### src/core/rsc_pkg.sv
// Constants shared by the synthesizer control block.
// Assumes one 25 MHz reference clock and a synchronous active-low reset.
package rsc_pkg;
  localparam int          RSC_FREQ_W      = 32;
  localparam int          RSC_CODE_W      = 4;
  localparam int          RSC_REFERENCE_DIVIDER_RATIO_W    = 2;
  localparam int          RSC_BOOST_W     = 16;
  localparam int          RSC_SETTLE_NS   = 2000;
  localparam int          RSC_CLK_NS      = 40;
  localparam int          RSC_SETTLE_CYC  = (RSC_SETTLE_NS + RSC_CLK_NS - 1) / RSC_CLK_NS;
  localparam logic [7:0]  RSC_SETTLE_CNT  = 8'(RSC_SETTLE_CYC);
  localparam logic [3:0]  RSC_CODE_RST    = 4'h8;
  localparam logic [1:0]  RSC_FLT_EXT     = 2'h0;
  localparam logic [1:0]  RSC_FLT_RST     = 2'h1;
  localparam logic [7:0]  RSC_CPI_RST     = 8'h08;
  typedef enum logic [1:0] {
    RSC_IDLE   = 2'b00,
    RSC_SETTLE = 2'b01,
    RSC_JUDGE  = 2'b10
  } rsc_state_type;
endpackage

### src/core/rsc_code_mem.sv
// Two-entry store of oscillator range codes, one per carrier setting.
// Assumes writes and reads come from the same clock domain.
`timescale 1ns/10ps
`default_nettype none
module rsc_code_mem
  import rsc_pkg::*;
#(
  parameter int W = RSC_CODE_W
) (
  // Clock and reset
  input  wire logic         i_core_clk,
  input  wire logic         i_rstn,
  // Write side
  input  wire logic         i_we,
  input  wire logic         i_waddr,
  input  wire logic [W-1:0] i_wdata,
  // Read side
  input  wire logic         i_raddr,
  output logic      [W-1:0] o_rdata
);
  logic [W-1:0] mem_reg [2];
  logic [W-1:0] mem_next [2];
  logic [W-1:0] rdata_reg;
  logic [W-1:0] rdata_next;

  always_comb begin
    mem_next[0] = mem_reg[0];
    mem_next[1] = mem_reg[1];
    if (i_we) begin
      mem_next[i_waddr] = i_wdata;
    end
    rdata_next = mem_reg[i_raddr];
  end

  always_ff @(posedge i_core_clk) begin
    if (!i_rstn) begin
      mem_reg[0] <= RSC_CODE_RST;
      mem_reg[1] <= RSC_CODE_RST;
      rdata_reg  <= RSC_CODE_RST;
    end else begin
      mem_reg   <= mem_next;
      rdata_reg <= rdata_next;
    end
  end

  assign o_rdata = rdata_reg;
endmodule
`default_nettype wire

### src/core/rsc_top.sv
// Synthesizer control: carrier select, oscillator arrangement, loop boost and auto-ranging.
// Assumes only the analog comparator input arrives asynchronously; the other inputs are used unsynchronised.
`timescale 1ns/10ps
`default_nettype none
module rsc_top
  import rsc_pkg::*;
#(
  parameter int FW = RSC_FREQ_W,
  parameter int BW = RSC_BOOST_W
) (
  // Clock and reset
  input  wire logic                    i_core_clk,
  input  wire logic                    i_rstn,
  // Carrier settings
  input  wire logic [FW-1:0]           i_carrier_setting_a,
  input  wire logic [FW-1:0]           i_carrier_setting_b,
  input  wire logic                    i_carrier_sel_b,
  // Oscillator and divider configuration
  input  wire logic                    i_output_divider_sel,
  input  wire logic [RSC_REFERENCE_DIVIDER_RATIO_W-1:0] i_reference_divider_ratio,
  input  wire logic                    i_external_osc_select,
  input  wire logic                    i_external_inductor_select,
  // Ranging control
  input  wire logic                    i_ranging_go_a,
  input  wire logic                    i_ranging_go_b,
  input  wire logic                    i_osc_too_high,
  // Loop settings
  input  wire logic [1:0]              i_loop_normal_cfg,
  input  wire logic [1:0]              i_loop_fast_cfg,
  input  wire logic [7:0]              i_pump_current_normal,
  input  wire logic [7:0]              i_pump_current_fast,
  input  wire logic                    i_boost_enable,
  input  wire logic [BW-1:0]           i_boost_cycles,
  input  wire logic                    i_synth_start,
  // Synthesizer drive
  output logic      [FW-1:0]           o_carrier_freq,
  output logic                         o_output_divider_sel,
  output logic      [RSC_REFERENCE_DIVIDER_RATIO_W-1:0] o_reference_divider_ratio,
  output logic                         o_osc_internal_core,
  output logic                         o_osc_ext_inductor,
  output logic                         o_osc_external,
  output logic      [RSC_CODE_W-1:0]   o_osc_range_code,
  output logic      [1:0]              o_loop_filter_sel,
  output logic                         o_ext_filter_pin_en,
  output logic      [7:0]              o_pump_current,
  output logic                         o_boost_active,
  // Ranging status
  output logic                         o_ranging_go_a,
  output logic                         o_ranging_go_b,
  output logic                         o_ranging_fault
);
  ////////////////////////////////////////////////////////////////////////////////
  // Comparator input synchroniser.
  logic [1:0] cmp_sync_reg;
  logic [1:0] cmp_sync_next;
  always_comb begin
    cmp_sync_next = {cmp_sync_reg[0], i_osc_too_high};
  end
  always_ff @(posedge i_core_clk) begin
    if (!i_rstn) begin
      cmp_sync_reg <= 2'h0;
    end else begin
      cmp_sync_reg <= cmp_sync_next;
    end
  end
  logic cmp_s;
  assign cmp_s = cmp_sync_reg[1];

  ////////////////////////////////////////////////////////////////////////////////
  // Auto-ranging: binary search over the range code, one bit per step.
  rsc_state_type     state_reg, state_next;
  logic              busy_a_reg, busy_a_next;
  logic              busy_b_reg, busy_b_next;
  logic              fault_reg, fault_next;
  logic [RSC_CODE_W-1:0] trial_reg, trial_next;
  logic [RSC_CODE_W-1:0] bit_reg, bit_next;
  logic [7:0]        settle_reg, settle_next;
  logic              mem_we;
  logic [RSC_CODE_W-1:0] stored_code;
  logic              busy;
  assign busy = busy_a_reg | busy_b_reg;

  always_comb begin
    state_next  = state_reg;
    busy_a_next = busy_a_reg;
    busy_b_next = busy_b_reg;
    fault_next  = fault_reg;
    trial_next  = trial_reg;
    bit_next    = bit_reg;
    settle_next = settle_reg;
    mem_we      = 1'b0;
    case (state_reg)
      RSC_IDLE: begin
        if (i_ranging_go_a || i_ranging_go_b) begin
          busy_a_next = i_ranging_go_a;
          busy_b_next = !i_ranging_go_a && i_ranging_go_b;
          fault_next  = 1'b0;
          trial_next  = RSC_CODE_RST;
          bit_next    = RSC_CODE_RST;
          settle_next = RSC_SETTLE_CNT;
          state_next  = RSC_SETTLE;
        end
      end
      RSC_SETTLE: begin
        // Go requests here are ignored.
        if (settle_reg == 8'h00) begin
          state_next = RSC_JUDGE;
        end else begin
          settle_next = settle_reg - 8'h01;
        end
      end
      RSC_JUDGE: begin
        if (cmp_s) begin
          trial_next = trial_reg & ~bit_reg;
        end
        if (bit_reg == 4'h1) begin
          if (cmp_s) begin
            trial_next = trial_reg & ~bit_reg;
          end
          // Fault when the search ends pinned at either end of the range.
          fault_next  = ((trial_reg & ~(cmp_s ? bit_reg : 4'h0)) == 4'h0) || (trial_reg == 4'hf && !cmp_s);
          mem_we      = 1'b1;
          busy_a_next = 1'b0;
          busy_b_next = 1'b0;
          state_next  = RSC_IDLE;
        end else begin
          bit_next    = bit_reg >> 1;
          trial_next  = (cmp_s ? (trial_reg & ~bit_reg) : trial_reg) | (bit_reg >> 1);
          settle_next = RSC_SETTLE_CNT;
          state_next  = RSC_SETTLE;
        end
      end
      default: begin
        state_next = RSC_IDLE;
      end
    endcase
  end

  always_ff @(posedge i_core_clk) begin
    if (!i_rstn) begin
      state_reg  <= RSC_IDLE;
      busy_a_reg <= 1'b0;
      busy_b_reg <= 1'b0;
      fault_reg  <= 1'b0;
      trial_reg  <= RSC_CODE_RST;
      bit_reg    <= RSC_CODE_RST;
      settle_reg <= 8'h00;
    end else begin
      state_reg  <= state_next;
      busy_a_reg <= busy_a_next;
      busy_b_reg <= busy_b_next;
      fault_reg  <= fault_next;
      trial_reg  <= trial_next;
      bit_reg    <= bit_next;
      settle_reg <= settle_next;
    end
  end

  rsc_code_mem #(
    .W (RSC_CODE_W)
  ) u_code_mem (
    .i_core_clk (i_core_clk),
    .i_rstn     (i_rstn),
    .i_we       (mem_we),
    .i_waddr    (busy_b_reg),
    .i_wdata    (trial_next),
    .i_raddr    (i_carrier_sel_b),
    .o_rdata    (stored_code)
  );

  ////////////////////////////////////////////////////////////////////////////////
  // Boost timer and loop setting selection.
  logic [BW-1:0] boost_reg, boost_next;
  logic          start_d_reg, start_d_next;
  always_comb begin
    start_d_next = i_synth_start;
    boost_next   = boost_reg;
    if (i_synth_start && !start_d_reg) begin
      boost_next = i_boost_enable ? i_boost_cycles : '0;
    end else if (boost_reg != '0) begin
      boost_next = boost_reg - BW'(1);
    end
  end
  always_ff @(posedge i_core_clk) begin
    if (!i_rstn) begin
      boost_reg   <= '0;
      start_d_reg <= 1'b0;
    end else begin
      boost_reg   <= boost_next;
      start_d_reg <= start_d_next;
    end
  end

  ////////////////////////////////////////////////////////////////////////////////
  // Registered outputs.
  logic [FW-1:0] freq_o_reg, freq_o_next;
  logic [1:0]    flt_o_reg, flt_o_next;
  logic [7:0]    cpi_o_reg, cpi_o_next;
  logic          fast_o_reg, fast_o_next;
  logic [2:0]    osc_o_reg, osc_o_next;
  logic          div_o_reg, div_o_next;
  logic [RSC_REFERENCE_DIVIDER_RATIO_W-1:0] ref_o_reg, ref_o_next;
  logic [RSC_CODE_W-1:0]   code_o_reg, code_o_next;
  logic          pin_o_reg, pin_o_next;
  logic          use_fast;
  assign use_fast = (boost_next != '0);

  always_comb begin
    // During ranging the setting under test drives the loop.
    if (busy) begin
      freq_o_next = busy_b_reg ? i_carrier_setting_b : i_carrier_setting_a;
      code_o_next = trial_reg;
    end else begin
      freq_o_next = i_carrier_sel_b ? i_carrier_setting_b : i_carrier_setting_a;
      code_o_next = stored_code;
    end
    fast_o_next = use_fast;
    flt_o_next  = use_fast ? i_loop_fast_cfg : i_loop_normal_cfg;
    pin_o_next  = (flt_o_next == RSC_FLT_EXT);
    cpi_o_next  = use_fast ? i_pump_current_fast : i_pump_current_normal;
    osc_o_next  = {!i_external_inductor_select && i_external_osc_select,
                   i_external_inductor_select,
                   !i_external_inductor_select && !i_external_osc_select};
    div_o_next  = i_output_divider_sel;
    ref_o_next  = i_reference_divider_ratio;
  end

  always_ff @(posedge i_core_clk) begin
    if (!i_rstn) begin
      freq_o_reg <= '0;
      code_o_reg <= RSC_CODE_RST;
      fast_o_reg <= 1'b0;
      flt_o_reg  <= RSC_FLT_RST;
      pin_o_reg  <= 1'b0;
      cpi_o_reg  <= RSC_CPI_RST;
      osc_o_reg  <= 3'h1;
      div_o_reg  <= 1'b0;
      ref_o_reg  <= '0;
    end else begin
      freq_o_reg <= freq_o_next;
      code_o_reg <= code_o_next;
      fast_o_reg <= fast_o_next;
      flt_o_reg  <= flt_o_next;
      pin_o_reg  <= pin_o_next;
      cpi_o_reg  <= cpi_o_next;
      osc_o_reg  <= osc_o_next;
      div_o_reg  <= div_o_next;
      ref_o_reg  <= ref_o_next;
    end
  end

  assign o_carrier_freq            = freq_o_reg;
  assign o_output_divider_sel      = div_o_reg;
  assign o_reference_divider_ratio = ref_o_reg;
  assign o_osc_external            = osc_o_reg[2];
  assign o_osc_ext_inductor        = osc_o_reg[1];
  assign o_osc_internal_core       = osc_o_reg[0];
  assign o_osc_range_code          = code_o_reg;
  assign o_loop_filter_sel         = flt_o_reg;
  assign o_ext_filter_pin_en       = pin_o_reg;
  assign o_pump_current            = cpi_o_reg;
  assign o_boost_active            = fast_o_reg;
  assign o_ranging_go_a            = busy_a_reg;
  assign o_ranging_go_b            = busy_b_reg;
  assign o_ranging_fault           = fault_reg;
endmodule
`default_nettype wire

### config.mk
export PLATFORM = sky130hd
export DESIGN_NAME = rsc_top
export DESIGN_NICKNAME = d
export VERILOG_FILES = /design/src/core/rsc_pkg.sv /design/src/core/rsc_code_mem.sv /design/src/core/rsc_top.sv
export SDC_FILE = /design/constraint.sdc
export NUM_CORES = 1
export LEC_CHECK = 0
export ABC_AREA = 1
export BUFFER_PORTS_ARGS = -buffer_cell sky130_fd_sc_hd__buf_2
export CORE_MARGIN = 2
export CORE_UTILIZATION = 45
export DETAILED_ROUTE_END_ITERATION = 10
export GPL_TIMING_DRIVEN = 0
export MAX_ROUTING_LAYER = met4
export PLACE_DENSITY = 0.8
export SETUP_SLACK_MARGIN = 0.15
export SYNTH_ARGS = -nofsm -noshare
export SYNTH_HDL_FRONTEND = slang
export SYNTH_SLANG_ARGS = --single-unit
### constraint.sdc
create_clock -name i_core_clk -period 3.4 [get_ports i_core_clk]
set_input_delay 0.68 -clock i_core_clk [delete_from_list [all_inputs] [get_ports i_core_clk]]
set_output_delay 0.68 -clock i_core_clk [all_outputs]
set_load 0.01 [all_outputs]
==> metrics, run 1 <==
die footprint=12200 um^2; layout cells sized above 1=roughly 25%; dpl ws=around 0.96 ns; largest net degree at the start of global routing=18; sequential share of the synthesized area=41.7%; CP Data Arrival Time=2.43 ns; HPWL Detailed=10500 um; DRC viols=0; Synth Net Count=846; Setup crit start=boost_reg[0]; core area=roughly 11000 um^2; Die Ht=approximately 110 um; P_leak=approximately 0.0031 uW; Non-Filler Instances=1053; Final min period=2.19 ns; clock latency on the worst-skew pair=0.35 ns; r2r startpoint=boost_reg[0]; Worst setup EP type=register; number of fill cells=1054; remaining antenna violation count=0; Setup Skew=0.00829 ns; Post-synth EDFFs=0; pwr dens=617 nW/um^2; total grt overflow=0; Synth Instances=729; final setup TNS=0 ns; H-Tree Depth=3; PortBufs=169; design area=~6400 um^2; initial antenna violation count=0; DR iter-0 viols=385; HP Start=cmp_sync_reg[0]; Initial Util=46.6%; clk sinks=106; CTS Root Cell=clkbuf_16; RSZ-0062 raised after global routing=no; Req. time, crit path=approximately 3.6 ns; Cells after DPL=between 1k and 1.5k; hold crit path type=reg -> reg; Rel. slew slack=58.0%; routed vias/inst=5.09; Synth async-reset ratio=0%; Clock transition at path regs=0.07 ns; Final Slew Violations=0; WS Path Type=reg -> reg; status=completed; Cell variety after synth=30; Top Ports=170; Hold-fix buffers, CTS=0; total CTS buffers=9; CTS max path bufs=2; fmax=0.457 GHz; Tcrit/Tclk final=64.3%; Max Cap Violations=0; Mapped Avg Cell Area=6.99 um^2; FP Rows=38; first-pass GRT wire length=22400 um; TritonCTS clock tree=done; chip width=110 um; Synth Register Bits=106; startpoint type of the worst setup path=register; worst-margin pin slew=approximately 0.63 ns; max reg flops=32; Util after Layout=58.6%; total number of vias=5363; Worst VDD drop=between 0.4 and 0.5 mV; most common flop cell mapped by yosys=dfxtp_1; Pre-antenna DRT Iters=6; ant diodes=0; NumNets Final=between 1k and 1.5k; post-cts sizing count=0; YS warnings=0; setup bufs post-CTS=0; Fin. Hold Viols=0; final setup fails=0; synthesized area=5090 um^2; DP Area=between 6000 and 7000 um^2; routed len/inst=13.1 um; vias in the first global route=4787; area grow syn2layout=25.7%; WL final=13800 um; All-Layer GR Usage=22.5%; Routability Congestion=0.892; Max FO, Critical Path=10; worst setup margin=1.21 ns
-- per-layer routing --
metal  routed length [um]  global-route usage (%)
met5                    0                       -
met4                  278                    6.17
met2                 6600                    36.8
met1                 6250                    28.4
met3                  674                    4.67
-- where the power goes --
| group | leakage, uW | total [uW] | switching (uW) | internal, uW |
|---|---|---|---|---|
| Combinational | 0.00211 | 1420 | 893 | 531 |
| Clock | 0.000144 | 1050 | 476 | 575 |
| Sequential | 0.000875 | 1480 | 86.4 | 1390 |
| Total | 0.00313 | 3960 | 1460 | 2500 |
-- logic make-up (layout without fill, tap and decap cells) --
family / count (synthesis) / after routing / share of synthesized area, %
AOI/OAI and AO/OA: 249 / 249 / 24.8
and+or+nand+nor: 231 / 231 / 21.4
buffers and inverters: 135 / 319 / 10.4
DFF: 106 / 106 / 41.7
adders and majority gates: 4 / 4 / 0.982
xor gates and xnor gates: 4 / 4 / 0.688
-- path summary, 6_finish.rpt --
check | to | slack, ns | cells past startpoint
worst max-delay path | o_pump_current[1] | 1.21 | 16
worst min-delay path | cmp_sync_reg[1] | 0.42 | 2
worst max register to register | o_pump_current[1] | 1.21 | 16
worst min register to register | cmp_sync_reg[1] | 0.42 | 2
-- per-stage QoR --
stage	total power, uW	hold slack (ns)
floorplan	2550	0.390
CTS	3970	0.428
global route	4230	0.445
global placement	2900	0.410
detailed placement	2920	0.412
finish	3960	0.423
-- cell type report --
cell class              count  area [um^2]  share of cell area [%]
plain buffers              36          160                    2.50
clock buffers              10          229                    3.57
clock inverters             5         61.3                   0.957
inverters                  99          372                    5.80
multi-input cells         488         2440                    38.1
flip-flops and latches    106         2120                    33.1
well taps                 140          175                    2.73
repair buffers            169          846                    13.2
-- critical path: stages, from the launching register on --
cell and delay, ns:
dfxtp_1 0.33, inv_1 0.13, ha_1 0.23, nand3_1 0.16, inv_1 0.14, nand2_1 0.06, nand2_1 0.05, nand2_1 0.04
nand3_1 0.08, nand2_1 0.06, nor2_1 0.14, nand2_1 0.11, nor2_4 0.14, nand2_2 0.08, buf_6 0.15, o21ai_1 0.12
nor2_1 0.05
-- synthesized netlist by cell type, drive strengths merged, types with 2 or more instances --
cell	count	area share (%)
o21ai	139	14
dfxtp	106	42
nand2	104	8.4
a21oi	103	10
inv	98	7.2
nor2	80	7.3
nand3	38	4.6
clkbuf	31	2.3
buf	5	0.86
ha	4	0.98
nand4	4	0.49
xnor2	3	0.52
a211oi	2	0.29
nand3b	2	0.29
nor3	2	0.20
-- cell usage in the layout, fill, tap and decap left out --
| cell type | synthesis | routed |
|---|---|---|
| a211oi_1 | 2 | 2 |
| a21oi_1 | 103 | 103 |
| a221oi_1 | 1 | 1 |
| a22oi_1 | 1 | 1 |
| a31oi_1 | 1 | 1 |
| buf_2 | 2 | 171 |
| buf_6 | 3 | 3 |
| bufinv_16 | 0 | 1 |
| clkbuf_1 | 31 | 32 |
| clkbuf_16 | 0 | 9 |
| clkinv_1 | 1 | 1 |
| clkinv_2 | 0 | 1 |
| dfxtp_1 | 106 | 106 |
| ha_1 | 4 | 4 |
| inv_1 | 98 | 98 |
| inv_6 | 0 | 3 |
| nand2_1 | 90 | 90 |
| nand2_2 | 13 | 13 |
| nand2_4 | 1 | 1 |
| nand3_1 | 29 | 29 |
| nand3_2 | 9 | 9 |
| nand3b_1 | 2 | 2 |
| nand4_1 | 4 | 4 |
| nor2_1 | 62 | 62 |
| nor2_2 | 13 | 13 |
| nor2_4 | 5 | 5 |
| nor3_1 | 2 | 2 |
| nor4_1 | 1 | 1 |
| o21ai_0 | 130 | 130 |
| o21ai_1 | 9 | 9 |
| o22ai_1 | 1 | 1 |
| o41ai_1 | 1 | 1 |
| xnor2_1 | 3 | 3 |
| xor2_1 | 1 | 1 |
Power figures use the tool's default switching activity.
==> inputs of run 2 (changes only) <==
ABC_AREA = 0   (was 1)
PLACE_DENSITY = 0.84   (was 0.8)
clock period = 1.9 ns   (was 3.4 ns; I/O delays follow)
==> metrics, run 2 <==
H-Tree Depth=3; dpl ws=-1.29 ns; Reg2Reg Depth=13; final setup fails=30; core area=10200 um^2; Fin. Hold Viols=0; CTS max path bufs=2; most common cell after layout, fill and taps aside=buf_2; worst-margin pin slew=0.664 ns; most common flop cell mapped by yosys=dfxtp_1; Critical Path Stages=13; chip width=between 100 and 150 um; Post-synth top cells=nand2_1, dfxtp_1, a21boi_0; routed vias/inst=5.60; worst setup margin=-1.27 ns; Final min period=3.17 ns; CTS Root Cell=clkbuf_8; Util after Layout=66.3%; Cell variety after synth=52; number of fill cells=768; critical path, cell by cell=inv_2 > ha_4 > or4b_4 > buf_6 > nor4_4 > buf_4 > nor2_2 > mux2i_1 > nand3_1 > a22oi_2 > and4_4 > clkbuf_16 > mux2i_1; synthesized area=~4700 um^2; Hold Path Depth=2; total grt overflow=0; routed len/inst=18.0 um; Tcrit/Tclk final=167%; Final Slew Violations=0; remaining antenna violation count=0; Pre-antenna DRT Iters=6; NumNets Final=slightly below 900; initial antenna violation count=0; PortBufs=167; first-pass GRT wire length=about 23000 um; layout cells sized above 1=roughly 40%; Mapped Avg Cell Area=8.51 um^2; area share of the leading cell type in the synthesized netlist=between 40% and 50%; WS Path Type=reg -> reg; startpoint type of the worst setup path=register; most common cell in the synthesized netlist=nand2_1; top cell type by total area after synthesis=dfxtp_1; FP Rows=37; WL final=about 16000 um; top post-synthesis cells by area=dfxtp_1, nand2_1, a21boi_0; clk sinks=106; vias in the first global route=4839; total number of vias=slightly above 5k; multi-input logic area=2720 um^2; CP bufs+invs=4; Worst VDD drop=roughly 0.5 mV; Synth Instances=548; Setup Skew=0.0110 ns; HPWL Detailed=10300 um; Post-synth EDFFs=0; P_leak=0.00305 uW; largest net degree at the start of global routing=20; DRC viols=0; All-Layer GR Usage=26.6%; pwr dens=847 nW/um^2; Top Ports=170; TritonCTS clock tree=done; total CTS buffers=9; Worst setup EP type=register; Max Cap Violations=0; Synth async-reset ratio=0%; CP Data Arrival Time=3.49 ns; YS warnings=0; Synth Register Bits=106; slowest stage delay, CP=~0.50 ns; Rel. slew slack=55.7%; RSZ-0062 raised after global routing=yes; failing checks=setup timing; clock latency on the worst-skew pair=0.39 ns; Req. time, crit path=2.22 ns; area grow syn2layout=44.7%; Slowest cell on crit path=or4b_4; most frequent cells in the layout=buf_2, nand2_1, dfxtp_1, a21boi_0, buf_4; final setup TNS=-20.05 ns; DR iter-0 viols=501; delay-heaviest family, CP=simple AND/OR/NAND/NOR gates; max reg flops=32; Max FO, Critical Path=5; Worst path most repeated cell=mux2i_1; Clock transition at path regs=~0.11 ns; status=finished, violations left; sequential cell area=roughly 2100 um^2; die footprint=around 11000 um^2; Routability Congestion=between 0.9 and 1; Initial Util=45.8%; Die Ht=106 um; final hold slack=0.194 ns; hold crit path type=in -> reg; ant diodes=0; Synth Net Count=665; sequential share of the synthesized area=between 40% and 50%; fmax=0.315 GHz
==> run 2: changes by cell type after synthesis, sizes merged, moves of 16 or more <==
cell,change
o21ai,-113
inv,-87
a21oi,-81
nor2,-56
a21boi,+40
nand3,-24
and2,+21
mux2i,+18
nor2b,+16
==> run 2: cell type report <==
type / count / share of cell area (%)
Buffer: 30 / 2.28
Inverter: 11 / 0.612
Sequential cell: 106 / 31.8
Clock inverter: 6 / 0.890
Timing Repair Buffer: 218 / 19.6
Clock buffer: 10 / 2.04
Tap cell: 136 / 2.52
Multi-Input combinational cell: 401 / 40.3
==> run 2: what timing repair did <==
action | 4_1_cts | 5_1_grt
pin swaps | 21 | 15
hold buffers | 0 | 0
hold endpoints to repair | 0 | 0
gates resized for setup | 54 | 61
endpoints found under the setup margin | 48 | 71
buffers inserted | 28 | 22
cloned | 0 | 1
==> run 2: power by group <==
part	total [uW]	leakage [uW]	switching, uW	internal [uW]
clock	1400	0.000101	862	543
sequential	2520	0.000877	127	2390
combinational	1790	0.00207	904	885
total	5710	0.00305	1890	3820
==> run 2: through the flow <==
| step | total power (uW) | area (um^2) | std cells |
|---|---|---|---|
| floorplan | 3340 | 4750 | 548 |
| global placement | 3710 | 5760 | 851 |
| detailed placement | 3750 | 5760 | 851 |
| CTS | 5370 | 6380 | 895 |
| global route | 5920 | 6750 | 918 |
| finish | 5710 | 6750 | 918 |
==> run 2: routing by layer <==
layer / GRT usage (%) / routed length, um / vias up
met3: 4.33 / 1230 / 118
met4: 13.6 / 1040 / 0
met2: 45.1 / 8180 / 306
li1: - / - / 2340
met1: 30.3 / 6050 / 2374
met5: - / 0 / -
==> run 2: final timing paths <==
path | from | endpoint | slack, ns
min reg2reg | u_code_mem.o_rdata[2] | o_osc_range_code[2] | 0.46
min | i_reference_divider_ratio[0] | o_reference_divider_ratio[0] | 0.19
max reg2reg | boost_reg[0] | o_pump_current[1] | -1.27
max | boost_reg[0] | o_pump_current[1] | -1.27
==> run 2: cell families (layout without fill, tap and decap cells) <==
group | count (synthesis) | count (layout) | share of synthesized area, %
muxes | 18 | 18 | 3.86
xor gates and xnor gates | 10 | 10 | 1.88
and+or+nand+nor | 249 | 249 | 27.0
buffers and inverters | 41 | 275 | 3.65
adders and majority gates | 4 | 4 | 1.07
DFF | 106 | 106 | 45.5
AOI/OAI and AO/OA | 120 | 120 | 17.1
==> run 2: worst reg2reg max path, stage by stage, from the launching register on <==
cell and delay [ns]:
dfxtp_2 0.35, inv_2 0.08, ha_4 0.14, or4b_4 0.50, buf_6 0.15, nor4_4 0.31
buf_4 0.22, nor2_2 0.04, mux2i_1 0.25, nand3_1 0.16, a22oi_2 0.24, and4_4 0.31
clkbuf_16 0.17, mux2i_1 0.19
